[config.mk]
export PLATFORM = sky130hd
export DESIGN_NAME = idw_top
export DESIGN_NICKNAME = d
export VERILOG_FILES = /design/src/common/idw_pkg.sv /design/src/verilog/idw_word_mux.sv /design/src/verilog/idw_top.sv
export SDC_FILE = /design/constraint.sdc
export NUM_CORES = 1
export LEC_CHECK = 0
export ABC_AREA = 1
export BUFFER_PORTS_ARGS = -buffer_cell sky130_fd_sc_hd__buf_2
export CELL_PAD_IN_SITES_DETAIL_PLACEMENT = 1
export CELL_PAD_IN_SITES_GLOBAL_PLACEMENT = 2
export CORE_MARGIN = 8
export CORE_UTILIZATION = 40
export DETAILED_ROUTE_END_ITERATION = 8
export GPL_TIMING_DRIVEN = 0
export PLACE_DENSITY = 0.82
export SYNTH_ARGS = -nofsm -noshare
export SYNTH_HDL_FRONTEND = slang
export SYNTH_SLANG_ARGS = --single-unit
[constraint.sdc]
create_clock -name MCLK -period 3.6 [get_ports MCLK]
set_clock_uncertainty 0.05 [all_clocks]
set_input_delay 0.72 -clock MCLK [delete_from_list [all_inputs] [get_ports MCLK]]
set_output_delay 0.72 -clock MCLK [all_outputs]
set_load 0.02 [all_outputs]
[src/common/idw_pkg.sv]
// Package for the identify parameter block, words 50 to 82.
// Assumes a 32-bit APB slave with byte addresses and one word per register.
package idw_pkg;

    // Register byte offsets
    localparam logic [7:0] IDW_OFS_CTRL   = 8'h00;
    localparam logic [7:0] IDW_OFS_DATA   = 8'h04;
    localparam logic [7:0] IDW_OFS_CYL    = 8'h08;
    localparam logic [7:0] IDW_OFS_HEAD   = 8'h0c;
    localparam logic [7:0] IDW_OFS_SPT    = 8'h10;
    localparam logic [7:0] IDW_OFS_CAP    = 8'h14;
    localparam logic [7:0] IDW_OFS_MULT   = 8'h18;
    localparam logic [7:0] IDW_OFS_LBA    = 8'h1c;
    localparam logic [7:0] IDW_OFS_DMA    = 8'h20;
    localparam logic [7:0] IDW_OFS_PIO    = 8'h24;
    localparam logic [7:0] IDW_OFS_DMAT   = 8'h28;
    localparam logic [7:0] IDW_OFS_PIOT   = 8'h2c;
    localparam logic [7:0] IDW_OFS_QDEP   = 8'h30;
    localparam logic [7:0] IDW_OFS_VER    = 8'h34;
    localparam logic [7:0] IDW_OFS_FEAT   = 8'h38;
    localparam logic [7:0] IDW_OFS_VALID  = 8'h3c;

    // Control and status bit positions at IDW_OFS_CTRL
    localparam int IDW_CTRL_START = 0;
    localparam int IDW_STAT_BUSY  = 0;
    localparam int IDW_STAT_DRQ   = 1;
    localparam int IDW_STAT_INTRQ = 2;

    // Span of the parameter block held here
    localparam logic [7:0] IDW_FIRST_WORD = 8'd50;
    localparam logic [7:0] IDW_LAST_WORD  = 8'd82;
    localparam int         IDW_NWORDS     = 33;

    // Word numbers with content
    localparam logic [7:0] IDW_W_VALID = 8'd53;
    localparam logic [7:0] IDW_W_CYL   = 8'd54;
    localparam logic [7:0] IDW_W_HEAD  = 8'd55;
    localparam logic [7:0] IDW_W_SPT   = 8'd56;
    localparam logic [7:0] IDW_W_CAPLO = 8'd57;
    localparam logic [7:0] IDW_W_CAPHI = 8'd58;
    localparam logic [7:0] IDW_W_MULT  = 8'd59;
    localparam logic [7:0] IDW_W_LBALO = 8'd60;
    localparam logic [7:0] IDW_W_LBAHI = 8'd61;
    localparam logic [7:0] IDW_W_DMA   = 8'd63;
    localparam logic [7:0] IDW_W_PIO   = 8'd64;
    localparam logic [7:0] IDW_W_DMAMN = 8'd65;
    localparam logic [7:0] IDW_W_DMARC = 8'd66;
    localparam logic [7:0] IDW_W_PIOMN = 8'd67;
    localparam logic [7:0] IDW_W_PIORD = 8'd68;
    localparam logic [7:0] IDW_W_QDEP  = 8'd75;
    localparam logic [7:0] IDW_W_MAJOR = 8'd80;
    localparam logic [7:0] IDW_W_MINOR = 8'd81;
    localparam logic [7:0] IDW_W_FEAT  = 8'd82;

    // Field layouts
    localparam int IDW_MULT_VALID_BIT = 8;
    localparam int IDW_DMA_SEL_LSB    = 8;
    localparam int IDW_DMA_SEL_W      = 3;
    localparam int IDW_DMA_SUP_W      = 3;
    localparam int IDW_VALID_W        = 3;
    localparam int IDW_QDEP_W         = 5;
    localparam int IDW_MAJOR_LSB      = 2;
    localparam int IDW_MAJOR_W        = 4;

    // Bits of word 82 that may be reported; 15, 11 and 4 stay zero
    localparam logic [15:0] IDW_FEAT_MASK = 16'h77ef;

    // Reset values of the configuration registers
    localparam logic [31:0] IDW_RST_ZERO = 32'h0000_0000;

endpackage

[src/verilog/idw_word_mux.sv]
// Combinational builder of one identify parameter word from its number.
// Assumes the configuration fields come from registers of the same clock.
`timescale 1ns/1ns
module idw_word_mux
    import idw_pkg::*;
(
    input  wire logic [7:0]  word_num,
    input  wire logic [15:0] cyl,
    input  wire logic [15:0] head,
    input  wire logic [15:0] spt,
    input  wire logic [31:0] cap,
    input  wire logic [8:0]  mult,
    input  wire logic [31:0] lba,
    input  wire logic [2:0]  dma_sel,
    input  wire logic [2:0]  dma_sup,
    input  wire logic [7:0]  pio,
    input  wire logic [31:0] dma_times,
    input  wire logic [31:0] pio_times,
    input  wire logic [4:0]  qdepth,
    input  wire logic [3:0]  major,
    input  wire logic [15:0] minor,
    input  wire logic [15:0] feat,
    input  wire logic [2:0]  valid,
    output logic      [15:0] word
);

    // Keeps only the highest requested DMA mode so a single one shows selected
    function automatic logic [2:0] one_mode(input logic [2:0] req);
        if (req[2])      one_mode = 3'h4;
        else if (req[1]) one_mode = 3'h2;
        else             one_mode = {2'h0, req[0]};
    endfunction

    wire logic [2:0] sel_one = one_mode(dma_sel);

    // Unlisted numbers, reserved and obsolete words, read as zero
    always_comb begin
        word = 16'h0000;
        case (word_num)
            IDW_W_VALID: word = {13'h0000, valid};
            IDW_W_CYL:   word = cyl;
            IDW_W_HEAD:  word = head;
            IDW_W_SPT:   word = spt;
            IDW_W_CAPLO: word = cap[15:0];
            IDW_W_CAPHI: word = cap[31:16];
            IDW_W_MULT:  word = {7'h00, mult};
            IDW_W_LBALO: word = lba[15:0];
            IDW_W_LBAHI: word = lba[31:16];
            IDW_W_DMA:   word = {5'h00, sel_one, 5'h00, dma_sup};
            IDW_W_PIO:   word = {8'h00, pio};
            IDW_W_DMAMN: word = dma_times[15:0];
            IDW_W_DMARC: word = dma_times[31:16];
            IDW_W_PIOMN: word = pio_times[15:0];
            IDW_W_PIORD: word = pio_times[31:16];
            IDW_W_QDEP:  word = {11'h000, qdepth};
            IDW_W_MAJOR: word = {10'h000, major, 2'h0};
            IDW_W_MINOR: word = minor;
            IDW_W_FEAT:  word = feat & IDW_FEAT_MASK;
            default:     word = 16'h0000;
        endcase
    end

endmodule

[src/verilog/idw_top.sv]
// Identify parameter block, words 50 to 82, with APB access.
// Overview of operation
// - Identify start sets busy, fills buffer, then sets data request and interrupt.
// - Reserved bits and words, including 50, 69-74, 76-79, read zero.
// - Word 53 bits 2..0 flag word 88, 64-70, 54-58 validity.
// - Words 54-56 current geometry; words 57-58 current capacity in sectors.
// - Word 59 bit 8 multiple valid; bits 7..0 sectors per interrupt.
// - Words 60-61 total user addressable sectors for LBA.
// - Word 63 bits 10..8 show the one selected multi-word DMA mode.
// - Word 63 bits 2..0 show supported multi-word DMA modes.
// - Word 64 bits 7..0 advanced PIO modes; upper byte zero.
// - Words 65 and 66 minimum and recommended DMA cycle times.
// - Words 67 and 68 PIO cycle times without and with flow control.
// - Word 75 bits 4..0 hold queue depth minus one.
// - Word 80 bits 5..2 flag major versions; others zero.
// - Word 81 holds the minor version number.
// - Host treats words 82-83 all zeros or ones as unsupported.
// - Word 82 bits 14,13,12,10,9 flag commands and protected area.
// - Word 82 bits 8..5 flag interrupts, look-ahead, write cache.
// - Word 82 bit 4 and obsolete bits 15, 11 read zero.
// - Word 82 bits 3..0 flag power, removable, security, self-monitor.
// Assumes an APB master on MCLK; the data register stands for the data port.
`timescale 1ns/1ns
module idw_top
    import idw_pkg::*;
#(
    parameter int NWORDS = IDW_NWORDS
)
(
    input  wire logic        MCLK,
    input  wire logic        RST_B,
    input  wire logic        PSEL,
    input  wire logic        PENABLE,
    input  wire logic        PWRITE,
    input  wire logic [7:0]  PADDR,
    input  wire logic [31:0] PWDATA,
    output logic      [31:0] PRDATA,
    output logic             PREADY,
    output logic             PSLVERR,
    output logic             BUSY,
    output logic             DRQ,
    output logic             INTRQ
);

    typedef enum logic [1:0] {
        IDW_IDLE,
        IDW_FILL,
        IDW_READY
    } idw_state_e;

    localparam int PW = $clog2(NWORDS + 1);
    localparam logic [PW-1:0] LAST_IDX = PW'(NWORDS - 1);

    // Configuration registers written by software
    logic [15:0] cyl_q;
    logic [15:0] head_q;
    logic [15:0] spt_q;
    logic [31:0] cap_q;
    logic [8:0]  mult_q;
    logic [31:0] lba_q;
    logic [31:0] dma_q;
    logic [7:0]  pio_q;
    logic [31:0] dmat_q;
    logic [31:0] piot_q;
    logic [4:0]  qdep_q;
    logic [31:0] ver_q;
    logic [15:0] feat_q;
    logic [2:0]  valid_q;

    // Sequencing state
    idw_state_e    state_q;
    idw_state_e    state_d;
    logic [PW-1:0] fill_q;
    logic [PW-1:0] rd_q;
    logic          intrq_q;
    logic          intrq_d;
    logic [31:0]   prdata_q;
    logic [15:0]   buf_q [NWORDS];
    logic [15:0]   fill_word;

    // Bus phase decode
    wire logic setup    = PSEL && !PENABLE;
    wire logic access   = PSEL && PENABLE;
    wire logic wr_acc   = access && PWRITE;
    wire logic rd_acc   = access && !PWRITE;
    wire logic hit_ctrl = PADDR == IDW_OFS_CTRL;
    wire logic hit_data = PADDR == IDW_OFS_DATA;
    wire logic mapped   = (PADDR[1:0] == 2'h0) && (PADDR <= IDW_OFS_VALID);

    // Start is ignored unless the sequencer is idle or holding a block
    wire logic start    = wr_acc && hit_ctrl && PWDATA[IDW_CTRL_START]
                          && (state_q != IDW_FILL);
    wire logic pop      = rd_acc && hit_data && (state_q == IDW_READY);
    wire logic last_pop = pop && (rd_q == LAST_IDX);
    wire logic fill_end = (state_q == IDW_FILL) && (fill_q == LAST_IDX);
    wire logic stat_rd  = rd_acc && hit_ctrl;

    // Word number being built during the fill
    wire logic [7:0] fill_num = IDW_FIRST_WORD + 8'(fill_q);

    idw_word_mux u_word (
        .word_num  (fill_num),
        .cyl       (cyl_q),
        .head      (head_q),
        .spt       (spt_q),
        .cap       (cap_q),
        .mult      (mult_q),
        .lba       (lba_q),
        .dma_sel   (dma_q[IDW_DMA_SEL_LSB +: IDW_DMA_SEL_W]),
        .dma_sup   (dma_q[IDW_DMA_SUP_W-1:0]),
        .pio       (pio_q),
        .dma_times (dmat_q),
        .pio_times (piot_q),
        .qdepth    (qdep_q),
        .major     (ver_q[IDW_MAJOR_LSB +: IDW_MAJOR_W]),
        .minor     (ver_q[31:16]),
        .feat      (feat_q),
        .valid     (valid_q),
        .word      (fill_word)
    );

    // Sequencer: busy while filling, data request until the last word leaves
    always_comb begin
        state_d = state_q;
        case (state_q)
            IDW_IDLE:  if (start) state_d = IDW_FILL;
            IDW_FILL:  if (fill_end) state_d = IDW_READY;
            IDW_READY: begin
                if (start)         state_d = IDW_FILL;
                else if (last_pop) state_d = IDW_IDLE;
            end
            default:   state_d = IDW_IDLE;
        endcase
    end

    // Interrupt: raised at end of fill, dropped by a status read, a data read or a start.
    // The raise wins so an end of fill is never lost to a clearing read.
    always_comb begin
        intrq_d = intrq_q;
        if (stat_rd || pop || start) intrq_d = 1'b0;
        if (fill_end)                intrq_d = 1'b1;
    end

    always_ff @(posedge MCLK or negedge RST_B) begin
        if (!RST_B) begin
            state_q <= IDW_IDLE;
            intrq_q <= 1'b0;
        end else begin
            state_q <= state_d;
            intrq_q <= intrq_d;
        end
    end

    // Fill counter walks words in ascending order, one per cycle
    always_ff @(posedge MCLK or negedge RST_B) begin
        if (!RST_B) begin
            fill_q <= '0;
        end else if (start) begin
            fill_q <= '0;
        end else if (state_q == IDW_FILL && !fill_end) begin
            fill_q <= fill_q + 1'b1;
        end
    end

    // Buffer array holds no reset; it is always written before it is read
    always_ff @(posedge MCLK) begin
        if (state_q == IDW_FILL) begin
            buf_q[fill_q] <= fill_word;
        end
    end

    // Read pointer: each data read while a block is ready hands out the next word
    always_ff @(posedge MCLK or negedge RST_B) begin
        if (!RST_B) begin
            rd_q <= '0;
        end else if (start) begin
            rd_q <= '0;
        end else if (pop) begin
            rd_q <= last_pop ? '0 : rd_q + 1'b1;
        end
    end

    // Write decode per register
    wire logic wr_cyl   = wr_acc && PADDR == IDW_OFS_CYL;
    wire logic wr_head  = wr_acc && PADDR == IDW_OFS_HEAD;
    wire logic wr_spt   = wr_acc && PADDR == IDW_OFS_SPT;
    wire logic wr_cap   = wr_acc && PADDR == IDW_OFS_CAP;
    wire logic wr_mult  = wr_acc && PADDR == IDW_OFS_MULT;
    wire logic wr_lba   = wr_acc && PADDR == IDW_OFS_LBA;
    wire logic wr_dma   = wr_acc && PADDR == IDW_OFS_DMA;
    wire logic wr_pio   = wr_acc && PADDR == IDW_OFS_PIO;
    wire logic wr_dmat  = wr_acc && PADDR == IDW_OFS_DMAT;
    wire logic wr_piot  = wr_acc && PADDR == IDW_OFS_PIOT;
    wire logic wr_qdep  = wr_acc && PADDR == IDW_OFS_QDEP;
    wire logic wr_ver   = wr_acc && PADDR == IDW_OFS_VER;
    wire logic wr_feat  = wr_acc && PADDR == IDW_OFS_FEAT;
    wire logic wr_valid = wr_acc && PADDR == IDW_OFS_VALID;

    // Geometry and capacity registers
    always_ff @(posedge MCLK or negedge RST_B) begin
        if (!RST_B) begin
            cyl_q  <= IDW_RST_ZERO[15:0];
            head_q <= IDW_RST_ZERO[15:0];
            spt_q  <= IDW_RST_ZERO[15:0];
            cap_q  <= IDW_RST_ZERO;
            lba_q  <= IDW_RST_ZERO;
        end else begin
            if (wr_cyl)  cyl_q  <= PWDATA[15:0];
            if (wr_head) head_q <= PWDATA[15:0];
            if (wr_spt)  spt_q  <= PWDATA[15:0];
            if (wr_cap)  cap_q  <= PWDATA;
            if (wr_lba)  lba_q  <= PWDATA;
        end
    end

    // Transfer mode and timing registers
    always_ff @(posedge MCLK or negedge RST_B) begin
        if (!RST_B) begin
            mult_q <= IDW_RST_ZERO[8:0];
            dma_q  <= IDW_RST_ZERO;
            pio_q  <= IDW_RST_ZERO[7:0];
            dmat_q <= IDW_RST_ZERO;
            piot_q <= IDW_RST_ZERO;
        end else begin
            if (wr_mult) mult_q <= PWDATA[8:0];
            if (wr_dma)  dma_q  <= PWDATA;
            if (wr_pio)  pio_q  <= PWDATA[7:0];
            if (wr_dmat) dmat_q <= PWDATA;
            if (wr_piot) piot_q <= PWDATA;
        end
    end

    // Queue, version, feature and validity registers
    always_ff @(posedge MCLK or negedge RST_B) begin
        if (!RST_B) begin
            qdep_q  <= IDW_RST_ZERO[4:0];
            ver_q   <= IDW_RST_ZERO;
            feat_q  <= IDW_RST_ZERO[15:0];
            valid_q <= IDW_RST_ZERO[2:0];
        end else begin
            if (wr_qdep)  qdep_q  <= PWDATA[IDW_QDEP_W-1:0];
            if (wr_ver)   ver_q   <= PWDATA;
            if (wr_feat)  feat_q  <= PWDATA[15:0];
            if (wr_valid) valid_q <= PWDATA[IDW_VALID_W-1:0];
        end
    end

    // Status word shows the sequencer's own state
    wire logic [31:0] status = {29'h0, intrq_q,
                                state_q == IDW_READY, state_q == IDW_FILL};

    // Data read returns the word at the pointer only while a block is ready
    wire logic [31:0] data_word = (state_q == IDW_READY) ?
                                  {16'h0000, buf_q[rd_q]} : 32'h0000_0000;

    // Read mux; upper bits above fields narrower than a word read zero
    logic [31:0] rd_mux;
    always_comb begin
        case (PADDR)
            IDW_OFS_CTRL:  rd_mux = status;
            IDW_OFS_DATA:  rd_mux = data_word;
            IDW_OFS_CYL:   rd_mux = {16'h0000, cyl_q};
            IDW_OFS_HEAD:  rd_mux = {16'h0000, head_q};
            IDW_OFS_SPT:   rd_mux = {16'h0000, spt_q};
            IDW_OFS_CAP:   rd_mux = cap_q;
            IDW_OFS_MULT:  rd_mux = {23'h000000, mult_q};
            IDW_OFS_LBA:   rd_mux = lba_q;
            IDW_OFS_DMA:   rd_mux = dma_q & 32'h0000_0707;
            IDW_OFS_PIO:   rd_mux = {24'h000000, pio_q};
            IDW_OFS_DMAT:  rd_mux = dmat_q;
            IDW_OFS_PIOT:  rd_mux = piot_q;
            IDW_OFS_QDEP:  rd_mux = {27'h0000000, qdep_q};
            IDW_OFS_VER:   rd_mux = ver_q & 32'hffff_003c;
            IDW_OFS_FEAT:  rd_mux = {16'h0000, feat_q & IDW_FEAT_MASK};
            IDW_OFS_VALID: rd_mux = {29'h00000000, valid_q};
            default:       rd_mux = 32'h0000_0000;
        endcase
    end

    // Read data is captured in the setup phase so it comes from a flop.
    // The pointer only moves at the access edge, so the captured word holds.
    always_ff @(posedge MCLK or negedge RST_B) begin
        if (!RST_B) begin
            prdata_q <= 32'h0000_0000;
        end else if (setup && !PWRITE) begin
            prdata_q <= rd_mux;
        end
    end

    // Zero wait-state slave; unmapped or misaligned addresses raise an error
    assign PREADY  = 1'b1;
    assign PSLVERR = access && !mapped;
    assign PRDATA  = prdata_q;
    assign BUSY    = state_q == IDW_FILL;
    assign DRQ     = state_q == IDW_READY;
    assign INTRQ   = intrq_q;

endmodule

# == Word level (Yosys, flattened, before mapping) ==
# Memory sizes are Yosys's and may differ from the RTL's.
# Cells that the tools add are included.
# word_totals
register_bits,306
mem_bits_rw,528
in_bits,45
output_inout_bits,37
n_memories,1
# mem_list
memory,depth,word_bits,rd,rd_ports_with_merged_regs,wr,line,source
buf_q,33,16,1,0,1,idw_top.sv:78,logic [15:0] buf_q [NWORDS];
# op_classes
add_sub_neg,3
order_cmp,1
n_eq_ne,42
muxes,19
n_reduce_logical,43
# ops
operator,n
32-bit one-hot mux with 16 select lines,1
16-bit one-hot mux with 19 select lines,1
"7-bit by 6-bit equality test with 1-bit output, second input constant",10
"8-bit by 6-bit equality test with 1-bit output, second input constant",8
"7-bit equality test, second input constant",9
"8-bit by 5-bit equality test with 1-bit output, second input constant",4
1-bit logical AND,30
6-bit 2-to-1 mux,5
"8-bit by 4-bit equality test with 1-bit output, second input constant",2
16-bit 2-to-1 mux,1
"6-bit by 1-bit adder with 6-bit output, second input constant",2
"6-bit equality test, second input constant",2
2-bit 2-to-1 mux,5
"8-bit by 3-bit equality test with 1-bit output, second input constant",1
"8-bit by 6-bit <= comparator with 1-bit output, second input constant",1
8-bit logical NOT,1
"6-bit by 6-bit adder with 7-bit output, first input constant",1
2-bit one-hot mux with 3 select lines,1
2-bit nonzero test,3
1-bit logical NOT,4
2-bit logical NOT,2
1-bit 2-to-1 mux,4
"2-bit by 1-bit != test with 1-bit output, second input constant",2
3-bit 2-to-1 mux,1
other kinds (6),7

# == Depth between registers and ports, before layout ==
# depth
depth_word,8
ltp_mapped,17

# == Cells and area by module ==
# A second synthesis with hierarchy kept.
# unflattened
cells_unflattened,3597
area_unflattened_um2,35819.4
# modules_own_cells
module,n_inst,cells_per_inst,area_each_um2
idw_top,1,3089,33508.4
idw_word_mux,1,508,2311.0

# == Least setup slack after synthesis ==
# Ideal clock, no wire load.
# synth_timing
path_kind,reg-to-reg
startpoint,reg state_q[0]
endpoint,"mem buf_q[32][0], enable pin"
setup_ns,0.430
arrival_ns,2.841
path_slack_ns,0.279
stages_incl_launch_ff,6
path_buffers,1
synth_period_minus_slack_ns,3.321
cell_sequence,dfrtp_1 > inv_1 > nor2_1 > clkbuf_1 > nand3_1 > nor4_1
# synth_via
elab_chain_len,3
# synth_rtl
element,line,source
from (decl),idw_top.sv:71,idw_state_e state_q;
from (signal assigned),idw_top.sv:149,state_q <= state_d;
2-bit by 1-bit equality test with 1-bit output,--,
named net BUSY,idw_top.sv:40,"output logic BUSY,"
1-bit 2-to-1 mux,idw_top.sv:167,if (state_q == IDW_FILL) begin
1-bit 2-to-1 mux (implied by the code),idw_top.sv:168,buf_q[fill_q] <= fill_word;
to (decl),idw_top.sv:78,
# The timed path passes the listed nets, and every way through them passes these cells.

# == Final worst setup path ==
# layout_timing
startpoint,reg fill_q[1]
endpoint,"mem buf_q[24][8], data pin"
# layout_via
elab_chain_len,3
elab_cells_between_ends,21
# layout_rtl
element,line,source
from (decl),idw_top.sv:73,logic [PW-1:0] fill_q;
from (signal assigned),idw_top.sv:161,fill_q <= fill_q + 1'b1;
6-bit by 6-bit adder with 7-bit output (*),idw_top.sv:99,wire logic [7:0] fill_num = IDW_FIRST_WORD + 8'(fill_q);
7-bit equality test / 7-bit by 6-bit equality test with 1-bit output (equally long branches),idw_word_mux.sv:39,case (word_num)
16-bit one-hot mux with 19 select lines (*),idw_word_mux.sv:39,
named net fill_word[8],idw_top.sv:79,logic [15:0] fill_word;
# Mark *: on every way through the listed nets, which the timed path passes. The rest lies on a longest branch.

==> flow_summary.ini <==
[floorplanning]
pin_count = 82
start_util_pct = 40.38
die_x_um = 320.2
dieArea_um2 = 102500
die_h_um = 320.2
core_um2 = 91660
num_rows = 111

[pwr]
pwr-share-comb_pct = 9.7
p_clk_share_pct = 43.4
internal_power_mw = 16.01
swShare_pct = 26.61
leakage_nw = 18.61
total_power_mw = 21.82
max-vdd-ir-drop_uv = 415.2
seqPwrFrac_pct = 46.9
powerDensity_nw_per_um2 = 504.2
p_switching_mw = 5.805

[routing]
vias_per_cell = 5.479
wl_um = 153600
vias = 30535
post_drt_wl_per_cell_um = 27.56
drc = 0
dr.pass1.iters = 5
drtIter0Drc = 3133
ant_nets = 0

[logic_synthesis]
ys_top_cells_by_area = edfxtp_1 43%, dfrtp_1 19%, nand2_1 16%, o21ai_0 4.4%, inv_1 3.9%
synth_cell_types = 46
syn_area_per_cell_um2 = 9.059
async_flop_share_pct = 35.21
yosys.area_share.adder_pct = 0.3380
netlist_instances = 4086
synth_compound_area_share_pct = 6.845
yosysWarningCount = 0
synth_top_family_by_area = simple AND/OR/NAND/NOR gates
netlist_area_um2 = 37020
yosys.area.top_type = edfxtp_1
synthXorXnorAreaFrac_pct = 0.04732
synthSimpleGateAreaFrac_pct = 24.18
synth_top_area_share_pct = 42.83
synth.most_common_cell = nand2_1
synthMuxAreaShare_pct = 0
synth_edf_count = 528
syn-num-nets = 4141
ys_seq_area_share_pct = 62.23
synth_commonest_cells = 1,558 x nand2_1, 528 x edfxtp_1, 382 x inv_1
synth_seq_cells = 815
synth_flop_cell = edfxtp_1

[cells_and_area]
multiInputGateArea_um2 = 11870
seqCellArea_um2 = 23040
instances_no_fill = 5573
area_delta_synth_final_pct = 16.88
fillers = 10587
layout-drive-gt1-share_pct = 10.67
fin_nets = 4373

[clock_tree]
cts_root_buf = clkbuf_16
clock_latency_ns = 0.69
cts_tree = yes
cts_sinks = 815
clk_path_buf_depth = 3
cts_buffers = 91
hold_buffers = 0
path_clk_slew_ns = 0.06
cts-htree-levels = 3

[setup_path]
reg2reg_setup_slack_ns = 0.08
worstPathRequired_ns = 3.97
cp-end-kind = register
worstSetupPathType = register to register
cp_data_arrival_time_ns = 3.89
crit_fanout = 14
cp-start-kind = register

[sta]
tightest_slew_ns = 1.025
slew_violations = 0
timing.hold.ws_ns = 0.06767
setup_tns_ns = 0
fmaxAchievable_ghz = 0.2840
slew_headroom_pct = 31.66
fin_crit_sh_pct = 97.81
rsz0062_at_grt = false
finalSetupViolCount = 0
hold_viol_final = 0
layout_min_cycle_time_ns = 3.521

[global_route]
overflow = 0
grt_pass1_wl_um = 220800
grt_use_total_pct = 29.45
grt_max_degree = 105
grt_pass1_vias = 31633
antenna_found_initial = 7

[place]
gp_congestion = 0.9695
dp_hpwl_um = 115300
io_buffer_count = 80
placedCellCount = 5404

[status]
status = finished, final reports clean

[run]
cap_violations = 0

[worst_hold_path]
hold_path.class = input port to async pin
## through the flow
stage | setup WS (ns) | area [um2] | utilization (%)
2_1_floorplan | 0.2789 | 37020 | -
3_5_place_dp | -0.5014 | 40130 | 43.79
5_1_grt | 0.007404 | 43260 | 47.20
3_3_place_gp | -4.084 | 38900 | 42.44
6_report | 0.07902 | 43260 | 47.20
4_1_cts | 0.0001097 | 43190 | 47.12
## worst paths after layout
path,cells past startpoint,end,startpoint
min in group MCLK,3,ver_q[4],PWDATA[4]
max in group asynchronous,2,feat_q[5],RST_B
hold reg to reg,2,PRDATA[21],PRDATA[21]
setup reg to reg,12,buf_q[24][8],fill_q[1]
hold / removal,1,lba_q[24],RST_B
setup / recovery,12,buf_q[24][8],fill_q[1]
## critical path: stages (launching register included)
cell     delay, ns
dfrtp_1       0.53
inv_1         0.16
ha_1          0.37
inv_1         0.16
nand2_2       0.23
nor2_1        0.08
nand2_1       0.10
buf_2         0.29
o22ai_1       0.12
nor2_1        0.47
nand4_1       0.27
buf_8         0.23
buf_8         0.16
## power by group through the flow
stage	sequential [mW]	clock [mW]	combinational (mW)
after floorplan	10.4	0	1.17
after global placement	10.4	0	1.93
after detailed placement	10.4	0	2.08
after CTS	10.2	9.58	2.09
after global routing	10.2	9.87	2.26
final	10.2	9.46	2.12
## metal layers
metal	routed length [um]	GRT usage (%)	vias to the layer above	share of wire, %
met5	30	0	-	0.020
met4	9558	15.50	4	6.2
met3	8425	3.564	306	5.5
met2	73450	49.68	1071	48
met1	62110	37.11	15396	40
li1	-	-	13758	-
## kinds of logic after synthesis
family	after synthesis
xor gates and xnor gates	2
adders and majority gates	10
and+or+nand+nor	2189
AOI/OAI and AO/OA	479
other	1
DFF	815
buffers and inverters	590
## what timing repair did
item	CTS	global route
cloned	0	0
resized for setup	9	3
pin swaps	4	4
setup buffers	2	5
setup endpoints to repair	225	216
## sequential cells by signal, summed over array words and instances (netlist names)
name / cells
INTRQ: 1
buf_q: 528
state_q: 2
head_q: 16
PRDATA: 32
dmat_q: 32
cap_q: 32
cyl_q: 16
spt_q: 16
rd_q: 6
piot_q: 32
feat_q: 13
valid_q: 3
dma_q: 6
ver_q: 20
qdep_q: 5
mult_q: 9
fill_q: 6
lba_q: 32
pio_q: 8
## area by class of cell
type / count / share of cell area, %
multi-input combinational: 2681 / 27.44
sequential: 815 / 53.25
clock buffer: 114 / 5.697
antenna: 1 / 0.005784
timing repair buffer: 139 / 3.583
tap: 1186 / 3.430
inverter: 399 / 3.468
buffer: 191 / 1.964
clock inverter: 47 / 1.163
## cells in the final DEF (no fill, tap or decap), types with 11 or more instances in the layout
| master | count |
|---|---|
| nand3_4 | 11 |
| nor2_2 | 41 |
| nand3_2 | 12 |
| clkinv_2 | 17 |
| clkbuf_1 | 99 |
| buf_2 | 158 |
| inv_1 | 382 |
| buf_1 | 19 |
| nor2_1 | 232 |
| clkinv_1 | 16 |
| buf_16 | 21 |
| nand4_1 | 22 |
| nor3_1 | 14 |
| buf_4 | 13 |
| o22ai_1 | 25 |
| edfxtp_1 | 528 |
| nand2_1 | 1557 |
| buf_8 | 24 |
| o21ai_1 | 45 |
| clkbuf_16 | 92 |
| inv_2 | 13 |
| a21oi_1 | 52 |
| nand3_1 | 266 |
| o21ai_0 | 325 |
| dfrtp_1 | 287 |
(Power assumes the default switching activity.)
